File: src/logic/ctcer_pkg.sv
// Shared constants, field layouts and state types of the counter/timer block.
package ctcer_pkg;
	// Register byte offsets.
	localparam logic [7:0] OFS_CTRL = 8'h00;
	localparam logic [7:0] OFS_CLKEV = 8'h04;
	localparam logic [7:0] OFS_LIMIT = 8'h08;
	localparam logic [7:0] OFS_COUNT = 8'h0c;
	// Reset values and writable-bit masks.
	localparam logic [15:0] CTRL_RESET = 16'h0200;
	localparam logic [15:0] CLKEV_RESET = 16'h0000;
	localparam logic [15:0] LIMIT_RESET = 16'hffff;
	localparam logic [15:0] COUNT_RESET = 16'hffff;
	localparam logic [15:0] CTRL_WR_MASK = 16'h07ff;
	localparam logic [15:0] CLKEV_WR_MASK = 16'h0fef;
	localparam logic [15:0] CNT_MAX = 16'hffff;
	localparam logic [15:0] CNT_MIN = 16'h0000;
	localparam logic [15:0] CNT_ONE = 16'h0001;
	localparam logic [15:0] RD_ZERO = 16'h0000;
	// Prescaler width covers the slowest divide of 2 to the 7th.
	localparam int DIV_W = 7;
	localparam logic [DIV_W-1:0] DIV_RESET = 7'h00;
	localparam logic [DIV_W-1:0] DIV_ONE = 7'h01;

	typedef enum logic [1:0] {
		MODE_TIMER = 2'b00,
		MODE_EVENT = 2'b01,
		MODE_ONESHOT = 2'b10,
		MODE_MEASURE = 2'b11
	} ctcer_mode_t;

	typedef enum logic [1:0] {
		EDGE_FALL = 2'b00,
		EDGE_RISE = 2'b01,
		EDGE_BOTH = 2'b10,
		EDGE_NONE = 2'b11
	} ctcer_edge_t;

	// Control register at offset 0x00.
	typedef struct packed {
		logic [2:0] rsv;
		logic clk_req;
		logic sleep_en;
		logic out_polarity;
		logic power_down;
		logic filter_bypass;
		logic wrap_reload_control;
		logic out_enable;
		logic count_direction;
		logic input_polarity;
		ctcer_mode_t mode;
		logic soft_reset;
		logic enable;
	} ctcer_ctrl_t;

	// Clock and event control register at offset 0x04.
	typedef struct packed {
		logic [3:0] rsv_hi;
		logic [3:0] filter_clock_select;
		logic event_source;
		ctcer_edge_t edge_type;
		logic rsv_lo;
		logic [3:0] count_clock_select;
	} ctcer_clkev_t;

	// Whole state of the prescaler.
	typedef struct packed {
		logic [DIV_W-1:0] cnt;
	} ctcer_div_st_t;

	// Whole state of the timer instance.
	typedef struct packed {
		ctcer_ctrl_t ctrl;
		ctcer_clkev_t clkev;
		logic [15:0] limit;
		logic [15:0] lim_act;
		logic [15:0] count;
		logic [1:0] samp;
		logic filt;
		logic lvl_prev;
		logic os_run;
		logic wrap;
		logic [15:0] rdata;
	} ctcer_st_t;
endpackage

File: src/logic/ctcer_prescale.sv
// Power-of-two prescaler that turns a four-bit clock select into a tick enable.
`timescale 1ns/10ps
module ctcer_prescale (
	input wire logic ref_clk,
	input wire logic arst_n,
	input wire logic clk_en,
	input wire logic [3:0] sel,
	output logic tick
);
	ctcer_pkg::ctcer_div_st_t st_ff;
	ctcer_pkg::ctcer_div_st_t nxt_st;
	logic [ctcer_pkg::DIV_W-1:0] mask;

	// One mask bit per divider stage, set below the selected stage.
	genvar i;
	generate
		for (i = 0; i < ctcer_pkg::DIV_W; i++)
		begin : g_mask
			assign mask[i] = (3'(i) < sel[2:0]);
		end
	endgenerate

	// A set top select bit is a reserved code and yields no tick at all.
	assign tick = ~sel[3] & ((st_ff.cnt & mask) == mask);

	// Free-running divider.
	always_comb
	begin
		nxt_st = st_ff;
		nxt_st.cnt = st_ff.cnt + ctcer_pkg::DIV_ONE;
	end

	// State register, frozen while the clock enable is low.
	always_ff @(posedge ref_clk or negedge arst_n)
	begin
		if (!arst_n)
		begin
			st_ff.cnt <= ctcer_pkg::DIV_RESET;
		end
		else if (clk_en)
		begin
			st_ff <= nxt_st;
		end
	end
endmodule // ctcer_prescale

File: src/logic/ctcer_timer.sv
// One 16-bit auto-reloading counter/timer instance with clock, edge and event selection.
// Summary of operation
// - Four-bit select picks the count rate, halving per code; top bit set is reserved.
// - Event mode counts falling, rising, both or no input edges by edge field.
// - One-shot edge field picks start edge, or immediate start on enable.
// - Measurement mode times between falling, rising, or all edges; 11 measures nothing.
// - Event source bit picks predecessor overflow (0) or filtered input pin (1).
// - Noise filter runs from its own four-bit select with the same rates.
// - Timer and one-shot modes use the limit value as lower count bound.
// - Event mode uses limit as upper bound counting up, lower counting down.
// - A limit written while running takes effect at the next wrap, or at the next selected edge in measurement mode.
// - The read-only count register returns the live counter in every mode.
// - Mode field selects timer, event, one-shot or measurement.
// - Event wraps roll to 0000h or FFFFh; timer rolls to 0000h, or reloads limit with reload control; one-shot and measurement reload limit.
// - In event mode direction bit 0 counts down and 1 counts up.
// - Polarity bit treats input pin active low at 0, active high at 1.
`timescale 1ns/10ps
module ctcer_timer #(
	parameter bit HAS_PREV = 1'b1
) (
	input wire logic ref_clk,
	input wire logic arst_n,
	input wire logic clk_en,
	input wire logic [7:0] reg_addr,
	input wire logic reg_wr,
	input wire logic reg_rd,
	input wire logic [15:0] reg_wdata,
	output logic [15:0] reg_rdata,
	input wire logic timer_input_pin,
	input wire logic prev_overflow,
	output logic count_wrap
);
	ctcer_pkg::ctcer_st_t st_ff;
	ctcer_pkg::ctcer_st_t nxt_st;
	logic cnt_tick;
	logic filt_tick;
	logic lvl_in;
	logic lvl;
	logic rise;
	logic fall;
	logic edge_hit;
	logic prev_evt;
	logic src_evt;
	logic run;
	logic [15:0] term_up;
	logic [15:0] term_dn;

	// Count-rate and filter-rate tick generators.
	ctcer_prescale u_cnt_div (
		.ref_clk(ref_clk),
		.arst_n(arst_n),
		.clk_en(clk_en),
		.sel(st_ff.clkev.count_clock_select),
		.tick(cnt_tick)
	);
	ctcer_prescale u_filt_div (
		.ref_clk(ref_clk),
		.arst_n(arst_n),
		.clk_en(clk_en),
		.sel(st_ff.clkev.filter_clock_select),
		.tick(filt_tick)
	);

	// Input conditioning, edge selection and event source.
	assign lvl_in = st_ff.ctrl.input_polarity ? timer_input_pin : ~timer_input_pin;
	assign lvl = st_ff.ctrl.filter_bypass ? lvl_in : st_ff.filt;
	assign rise = lvl & ~st_ff.lvl_prev;
	assign fall = ~lvl & st_ff.lvl_prev;
	assign prev_evt = HAS_PREV & prev_overflow;
	assign src_evt = st_ff.clkev.event_source ? edge_hit : prev_evt;
	assign run = st_ff.ctrl.enable & ~st_ff.ctrl.power_down;
	assign term_up = st_ff.ctrl.wrap_reload_control ? st_ff.lim_act : ctcer_pkg::CNT_MAX;
	assign term_dn = st_ff.ctrl.wrap_reload_control ? st_ff.lim_act : ctcer_pkg::CNT_MIN;

	// Edge field decode shared by event, one-shot and measurement modes.
	always_comb
	begin
		case (st_ff.clkev.edge_type)
			ctcer_pkg::EDGE_FALL: edge_hit = fall;
			ctcer_pkg::EDGE_RISE: edge_hit = rise;
			ctcer_pkg::EDGE_BOTH: edge_hit = rise | fall;
			default: edge_hit = 1'b0;
		endcase
	end

	// Next-state logic: filter, counter machine, limit latch, then register writes and reads.
	always_comb
	begin
		nxt_st = st_ff;
		nxt_st.wrap = 1'b0;
		nxt_st.lvl_prev = lvl;
		if (filt_tick)
		begin
			nxt_st.samp = {st_ff.samp[0], lvl_in};
			if (st_ff.samp[1] == st_ff.samp[0])
			begin
				nxt_st.filt = st_ff.samp[0];
			end
		end
		if (st_ff.ctrl.soft_reset)
		begin
			nxt_st.count = st_ff.limit;
			nxt_st.lim_act = st_ff.limit;
			nxt_st.ctrl.enable = 1'b0;
			nxt_st.ctrl.soft_reset = 1'b0;
			nxt_st.os_run = 1'b0;
		end
		else
		begin
			case (st_ff.ctrl.mode)
				ctcer_pkg::MODE_TIMER:
				begin
					if (run && cnt_tick)
					begin
						if (st_ff.count == ctcer_pkg::CNT_MAX)
						begin
							nxt_st.wrap = 1'b1;
							// Reload from the limit, the lower bound here, with reload control; else roll to zero.
							nxt_st.count = st_ff.ctrl.wrap_reload_control ?
								st_ff.limit : ctcer_pkg::CNT_MIN;
						end
						else
						begin
							nxt_st.count = st_ff.count + ctcer_pkg::CNT_ONE;
						end
					end
				end
				ctcer_pkg::MODE_EVENT:
				begin
					if (run && src_evt)
					begin
						if (st_ff.ctrl.count_direction)
						begin
							if (st_ff.count == term_up)
							begin
								nxt_st.wrap = 1'b1;
								nxt_st.count = ctcer_pkg::CNT_MIN;
							end
							else
							begin
								nxt_st.count = st_ff.count + ctcer_pkg::CNT_ONE;
							end
						end
						else if (st_ff.count == term_dn)
						begin
							nxt_st.wrap = 1'b1;
							nxt_st.count = ctcer_pkg::CNT_MAX;
						end
						else
						begin
							nxt_st.count = st_ff.count - ctcer_pkg::CNT_ONE;
						end
					end
				end
				ctcer_pkg::MODE_ONESHOT:
				begin
					// Start trigger clears enable; edge code 11 starts at once.
					if (run && !st_ff.os_run &&
						(st_ff.clkev.edge_type == ctcer_pkg::EDGE_NONE || edge_hit))
					begin
						nxt_st.os_run = 1'b1;
						nxt_st.ctrl.enable = 1'b0;
					end
					if (st_ff.os_run && cnt_tick && !st_ff.ctrl.power_down)
					begin
						if (st_ff.count == ctcer_pkg::CNT_MAX)
						begin
							nxt_st.wrap = 1'b1;
							nxt_st.os_run = 1'b0;
							nxt_st.count = st_ff.limit;
						end
						else
						begin
							nxt_st.count = st_ff.count + ctcer_pkg::CNT_ONE;
						end
					end
				end
				default:
				begin
					// Each selected edge restarts the interval from the limit value.
					if (run && edge_hit)
					begin
						nxt_st.count = st_ff.limit;
					end
					else if (run && cnt_tick)
					begin
						if (st_ff.count == ctcer_pkg::CNT_MAX)
						begin
							nxt_st.wrap = 1'b1;
							nxt_st.count = st_ff.limit;
						end
						else
						begin
							nxt_st.count = st_ff.count + ctcer_pkg::CNT_ONE;
						end
					end
				end
			endcase
			// A new limit reaches the compare only when idle or at a wrap.
			if (!(run || st_ff.os_run) || nxt_st.wrap)
			begin
				nxt_st.lim_act = st_ff.limit;
			end
		end
		nxt_st.ctrl.clk_req = run | nxt_st.os_run;
		if (reg_wr)
		begin
			if (reg_addr == ctcer_pkg::OFS_CTRL)
			begin
				nxt_st.ctrl = (reg_wdata & ctcer_pkg::CTRL_WR_MASK) |
					(nxt_st.ctrl & ~ctcer_pkg::CTRL_WR_MASK);
			end
			else if (reg_addr == ctcer_pkg::OFS_CLKEV)
			begin
				nxt_st.clkev = reg_wdata & ctcer_pkg::CLKEV_WR_MASK;
			end
			else if (reg_addr == ctcer_pkg::OFS_LIMIT)
			begin
				nxt_st.limit = reg_wdata;
			end
		end
		if (reg_rd)
		begin
			if (reg_addr == ctcer_pkg::OFS_CTRL)
			begin
				nxt_st.rdata = st_ff.ctrl;
			end
			else if (reg_addr == ctcer_pkg::OFS_CLKEV)
			begin
				nxt_st.rdata = st_ff.clkev;
			end
			else if (reg_addr == ctcer_pkg::OFS_LIMIT)
			begin
				nxt_st.rdata = st_ff.limit;
			end
			else if (reg_addr == ctcer_pkg::OFS_COUNT)
			begin
				nxt_st.rdata = st_ff.count;
			end
			else
			begin
				nxt_st.rdata = ctcer_pkg::RD_ZERO;
			end
		end
	end

	// State register, frozen while the clock enable is low.
	always_ff @(posedge ref_clk or negedge arst_n)
	begin
		if (!arst_n)
		begin
			st_ff <= '0;
			st_ff.ctrl <= ctcer_pkg::CTRL_RESET;
			st_ff.clkev <= ctcer_pkg::CLKEV_RESET;
			st_ff.limit <= ctcer_pkg::LIMIT_RESET;
			st_ff.lim_act <= ctcer_pkg::LIMIT_RESET;
			st_ff.count <= ctcer_pkg::COUNT_RESET;
		end
		else if (clk_en)
		begin
			st_ff <= nxt_st;
		end
	end

	assign reg_rdata = st_ff.rdata;
	assign count_wrap = st_ff.wrap;

	// Checks on the counting behaviour.
	AST_RSV_SEL_NO_COUNT: assert property (@(posedge ref_clk) disable iff (!arst_n)
		clk_en && st_ff.ctrl.mode == ctcer_pkg::MODE_TIMER && st_ff.clkev.count_clock_select[3]
		&& !st_ff.ctrl.soft_reset |=> st_ff.count == $past(st_ff.count))
		else $error("Reserved clock select still advanced the count.");
	AST_EDGE_NONE_EVENT: assert property (@(posedge ref_clk) disable iff (!arst_n)
		clk_en && st_ff.ctrl.mode == ctcer_pkg::MODE_EVENT && st_ff.clkev.event_source
		&& st_ff.clkev.edge_type == ctcer_pkg::EDGE_NONE && !st_ff.ctrl.soft_reset
		|=> $stable(st_ff.count))
		else $error("Event count moved with no edge selected.");
	AST_ONESHOT_IMMEDIATE: assert property (@(posedge ref_clk) disable iff (!arst_n)
		clk_en && st_ff.ctrl.mode == ctcer_pkg::MODE_ONESHOT && run && !st_ff.os_run
		&& st_ff.clkev.edge_type == ctcer_pkg::EDGE_NONE && !st_ff.ctrl.soft_reset
		|=> st_ff.os_run && !st_ff.ctrl.enable)
		else $error("One-shot did not start at once on enable.");
	AST_MEASURE_RESTART: assert property (@(posedge ref_clk) disable iff (!arst_n)
		clk_en && st_ff.ctrl.mode == ctcer_pkg::MODE_MEASURE && run && edge_hit
		&& !st_ff.ctrl.soft_reset |=> st_ff.count == $past(st_ff.limit))
		else $error("Measured edge did not restart the interval.");
	AST_PREV_SOURCE_IDLE: assert property (@(posedge ref_clk) disable iff (!arst_n)
		clk_en && st_ff.ctrl.mode == ctcer_pkg::MODE_EVENT && !st_ff.clkev.event_source
		&& !prev_evt && !st_ff.ctrl.soft_reset |=> $stable(st_ff.count))
		else $error("Event count moved without a predecessor overflow.");
	AST_TIMER_ROLL: assert property (@(posedge ref_clk) disable iff (!arst_n)
		clk_en && st_ff.ctrl.mode == ctcer_pkg::MODE_TIMER && run && cnt_tick
		&& st_ff.count == ctcer_pkg::CNT_MAX && !st_ff.ctrl.wrap_reload_control
		&& !st_ff.ctrl.soft_reset |=> st_ff.count == ctcer_pkg::CNT_MIN && count_wrap)
		else $error("Timer did not roll to zero with a wrap pulse.");
	AST_EVENT_DOWN_STEP: assert property (@(posedge ref_clk) disable iff (!arst_n)
		clk_en && st_ff.ctrl.mode == ctcer_pkg::MODE_EVENT && run && src_evt
		&& !st_ff.ctrl.count_direction && st_ff.count != term_dn && !st_ff.ctrl.soft_reset
		|=> st_ff.count == $past(st_ff.count) - ctcer_pkg::CNT_ONE)
		else $error("Event count did not step down by one.");
	AST_EVENT_UP_LIMIT: assert property (@(posedge ref_clk) disable iff (!arst_n)
		clk_en && st_ff.ctrl.mode == ctcer_pkg::MODE_EVENT && run && src_evt
		&& st_ff.ctrl.count_direction && st_ff.ctrl.wrap_reload_control
		&& st_ff.count == st_ff.lim_act && !st_ff.ctrl.soft_reset
		|=> st_ff.count == ctcer_pkg::CNT_MIN && count_wrap)
		else $error("Event count passed its upper limit.");
	AST_LIMIT_DEFERRED: assert property (@(posedge ref_clk) disable iff (!arst_n)
		clk_en && reg_wr && reg_addr == ctcer_pkg::OFS_LIMIT && run && !nxt_st.wrap
		&& !st_ff.ctrl.soft_reset |=> $stable(st_ff.lim_act))
		else $error("Limit took effect before the wrap.");
	AST_COUNT_READ: assert property (@(posedge ref_clk) disable iff (!arst_n)
		clk_en && reg_rd && reg_addr == ctcer_pkg::OFS_COUNT
		|=> reg_rdata == $past(st_ff.count))
		else $error("Count read did not return the live counter.");
endmodule // ctcer_timer

File: config.mk
export PLATFORM = sky130hd
export DESIGN_NAME = ctcer_timer
export DESIGN_NICKNAME = d
export VERILOG_FILES = /design/src/logic/ctcer_pkg.sv /design/src/logic/ctcer_prescale.sv /design/src/logic/ctcer_timer.sv
export SDC_FILE = /design/constraint.sdc
export NUM_CORES = 1
export LEC_CHECK = 0
export ABC_CLOCK_PERIOD_IN_PS = 4000
export BUFFER_PORTS_ARGS = -buffer_cell sky130_fd_sc_hd__buf_2
export CAP_MARGIN = 10
export CORE_ASPECT_RATIO = 1.25
export CORE_MARGIN = 2
export CORE_UTILIZATION = 40
export DETAILED_ROUTE_END_ITERATION = 16
export HOLD_SLACK_MARGIN = 0.05
export SETUP_SLACK_MARGIN = 0.02
export SLEW_MARGIN = 20
export SYNTH_ARGS = -nofsm -noshare
export SYNTH_HDL_FRONTEND = slang
export SYNTH_HIERARCHICAL = 1
export SYNTH_SLANG_ARGS = --single-unit
export TNS_END_PERCENT = 30
File: constraint.sdc
create_clock -name ref_clk -period 4 [get_ports ref_clk]
set_clock_uncertainty 0.2 [all_clocks]
set_input_delay 0.4 -clock ref_clk [delete_from_list [all_inputs] [get_ports ref_clk]]
set_output_delay 0.4 -clock ref_clk [all_outputs]
set_load 0.005 [all_outputs]
==> impl_metrics.py <==
metrics = {
    "yosys": {
        "synth_simple_gate_area_frac": 0.189,
        "yosysUniqueCellTypes": 69,
        "synth.avg_cell_area_um2": 9.29,
        "synth_enable_flop_cells": 0,
        "ys_seq_elements": 107,
        "mappedNetlistArea_um2": 7120,
        "most_common_flop_cell_mapped_by_yosys": "sky130_fd_sc_hd__dfrtp_1",
        "synth_fa_ha_area_frac": 0.0105,
        "synth_xor_area_frac": 0.0529,
        "netlist.top_cell.by_area": "sky130_fd_sc_hd__dfrtp_1",
        "seq_area_frac_synth": 0.385,
        "post_synth_mux_area_share": 0.121,
        "synthArstFlopShare": 1.00,
        "synth.net_count": 804,
        "combinational_family_with_the_most_area_after_synthesis": "simple AND/OR/NAND/NOR gates",
        "synthTopCellsByArea": "sky130_fd_sc_hd__dfrtp_1 (20%), sky130_fd_sc_hd__dfstp_2 (18%), sky130_fd_sc_hd__mux2_2 (6.8%)",
        "synth_top_area_frac": 0.204,
        "yosysWarnings": 6,
        "synth-compound-area-share": 0.180,
        "synthesis.instances": 767,
    },
    "timing": {
        "finalHoldViolCount": 0,
        "fin_crit_ns": 3.36,
        "post-route-period-util": 0.839,
        "setup_viol": 0,
        "maxSlewHeadroom": 0.415,
        "final.hold.worst_slack_ns": 0.0637,
        "fmax_mhz": 298,
        "grt_setup_unrepaired": "false",
        "setup-tns-final_ns": 0,
        "final-max-slew-violation-count": 0,
        "timing_worst_slew_pin_value_ns": 0.877,
    },
    "clock_network": {
        "cts.root.buffer_cell": "sky130_fd_sc_hd__clkbuf_16",
        "cts_resized": 0,
        "clock-sinks": 107,
        "clk_latency_ns": 0.35,
        "cts_max_level": 3,
        "cts_buffers": 9,
        "cts.path.max_buffers": 2,
        "cts_tree": "done",
        "worst_setup_hold_path_clk_slew_ns": 0.07,
        "cts.repair_timing.setup_buffer_count": 0,
    },
    "pwr": {
        "power.clock.fraction": 0.240,
        "cell_internal_pwr_uw": 2210,
        "p_seq_frac": 0.497,
        "power_per_cell_area_nw_per_um2": 465,
        "design_power_total_uw": 3590,
        "power.share.switching": 0.385,
        "vdd.ir_drop.worst_uv": 287,
        "combPwrFrac": 0.263,
        "netSwitchingPower_uw": 1380,
        "total_leakage_power_uw": 0.00308,
    },
    "die": {
        "die_height_um": 153,
        "area_enclosed_by_the_die_boundary_um2": 18900,
        "io_pins": 48,
        "fp.coreArea_um2": 17400,
        "std_cell_rows": 54,
        "horizontal_die_dimension_um": 123,
        "floorplan.initialDensity": 0.409,
    },
    "drt": {
        "totalWireLength_um": 20800,
        "violation_count_after_the_first_detailed_routing_iteration": 477,
        "antenna_violating_nets_post_route": 0,
        "via_count": 6080,
        "route.detailed.wl_per_inst_um": 20.7,
        "route.detailed.vias_per_inst": 6.04,
        "post-route-drc-count": 0,
        "drt-pass1-iter-count": 5,
    },
    "global_route": {
        "grt.overflow.total": 0,
        "groute.usage.overall": 0.229,
        "grt_start_max_net_pins": 68,
        "first_pass_grt_wire_length_um": 33500,
        "grt_pass1_vias": 5890,
        "initial_antenna_violation_count": 0,
    },
    "final_layout": {
        "seq_area_um2": 2740,
        "antenna_cells_inserted": 0,
        "finalNonFillerCells": 1006,
        "filler_cell_count": 1767,
        "multi_input_comb_area_um2": 3940,
        "layout-area-overhead-vs-synth_pct": 8.43,
        "layout.cells.most_common": "sky130_fd_sc_hd__nand2_1",
        "share_of_post_route_cells_with_drive_strength_above_1": 0.252,
        "most_used_cells_in_the_layout_excluding_fill_and_tap_cells": "sky130_fd_sc_hd__nand2_1 (72), sky130_fd_sc_hd__o21ai_0 (69), sky130_fd_sc_hd__dfrtp_1 (58)",
        "num-nets-final": 814,
    },
    "status": {
        "outcome": "completed",
    },
    "placed_design": {
        "finalWeightedCongestion": 0.952,
        "placedCellCount": 989,
        "dp.final_hpwl_um": 15100,
        "io_buffers": 47,
    },
    "worst_setup_path": {
        "worst_setup_path_start_kind": "flop",
        "critical_path.max_fanout": 16,
        "timing.critical_path.arrival_ns": 3.43,
        "critical_path.endpoint_type": "flop",
        "timing.setup.critical_path_class": "reg2reg",
        "cp.required_ns": 4.07,
    },
    "min_path": {
        "hp-class": "in2reg",
    },
    "job": {
        "timing.max_cap.violations": 0,
    },
}
## through the flow
stage	utilization	cell area [um^2]	worst slack [ns]
after global routing	0.443	7720	0.439
after CTS	0.443	7720	0.606
after detailed placement	0.426	7430	0.523
final	0.443	7720	0.644
after global placement	0.426	7430	0.565
after floorplan	-	7120	0.934
## cells by family (layout without fill, tap and decap cells)
group | after synthesis | after routing
AOI/OAI and AO/OA | 190 | 190
adders and majority gates | 6 | 6
buffers and inverters | 91 | 106
DFF | 107 | 107
muxes | 72 | 72
and+or+nand+nor | 258 | 258
xor gates and xnor gates | 43 | 43
## power by group through the flow
stage,logic (uW),clock network (uW),registers (uW)
detailed placement,939,0,1790
global route,1070,918,1820
floorplan,929,0,1460
global placement,923,0,1790
CTS,945,881,1770
finish,945,862,1780
## registers in the layout (all words and copies together) (netlist names)
register / flops
count_wrap: 1
u_filt_div/st_ff: 7
reg_rdata: 16
st_ff: 76
u_cnt_div/st_ff: 7
## path summary, 6_finish.rpt
kind	startpoint	to	slack, ns	depth (start not counted)
max in group asynchronous	arst_n	st_ff[33]$_DFFE_PN1P_	2.28	3
min in group asynchronous	arst_n	u_cnt_div/st_ff[5]$_DFFE_PN0P_	0.50	2
min	reg_wdata[15]	st_ff[69]$_DFFE_PN1P_	0.06	3
min reg2reg	reg_rdata[13]$_DFFE_PN0P_	reg_rdata[13]$_DFFE_PN0P_	0.28	2
max reg2reg	st_ff[90]$_DFFE_PN0P_	st_ff[43]$_DFFE_PN1P_	0.64	12
max	st_ff[90]$_DFFE_PN0P_	st_ff[43]$_DFFE_PN1P_	0.64	12
## cells in the mapped netlist (20+ instances only)
| master | count |
|---|---|
| sky130_fd_sc_hd__clkbuf_1 | 30 |
| sky130_fd_sc_hd__nand4_1 | 20 |
| sky130_fd_sc_hd__dfrtp_1 | 58 |
| sky130_fd_sc_hd__nor2_1 | 46 |
| sky130_fd_sc_hd__nand3_1 | 28 |
| sky130_fd_sc_hd__o21ai_0 | 69 |
| sky130_fd_sc_hd__dfstp_2 | 49 |
| sky130_fd_sc_hd__mux2_2 | 43 |
| sky130_fd_sc_hd__nand2_1 | 72 |
| sky130_fd_sc_hd__xnor2_1 | 28 |
| sky130_fd_sc_hd__inv_1 | 24 |
| sky130_fd_sc_hd__a31oi_1 | 20 |
## metal layers
layer | track usage | vias to the layer above | wire length [um]
li1 | - | 2824 | -
met1 | 0.296 | 2994 | 8420
met2 | 0.381 | 211 | 10500
met3 | 0.0269 | 51 | 1040
met4 | 0.0985 | 0 | 824
met5 | 0 | - | 0
## final cells by class
type | count | area share
Clock buffer | 11 | 0.0314
Clock inverter | 5 | 0.00486
Inverter | 25 | 0.0121
Multi-Input combinational cell | 569 | 0.510
Sequential cell | 107 | 0.355
Tap cell | 224 | 0.0363
Timing Repair Buffer | 65 | 0.0502
## repair_timing
item	in CTS	in global routing
setup endpoints to repair	0	0
hold buffers	1	0
endpoints found under the hold margin	30	0
## worst max-delay path, stage by stage (launching register included)
cell and delay, ns:
sky130_fd_sc_hd__dfrtp_1 0.40, sky130_fd_sc_hd__xnor2_1 0.15, sky130_fd_sc_hd__mux2i_1 0.24, sky130_fd_sc_hd__inv_1 0.08, sky130_fd_sc_hd__ha_1 0.27, sky130_fd_sc_hd__nand2b_1 0.16, sky130_fd_sc_hd__a211o_1 0.30, sky130_fd_sc_hd__a41oi_1 0.32
sky130_fd_sc_hd__nor3b_4 0.09, sky130_fd_sc_hd__o31a_2 0.32, sky130_fd_sc_hd__o41ai_4 0.05, sky130_fd_sc_hd__buf_4 0.33, sky130_fd_sc_hd__mux2_2 0.37
Power figures use the tool's default switching activity.
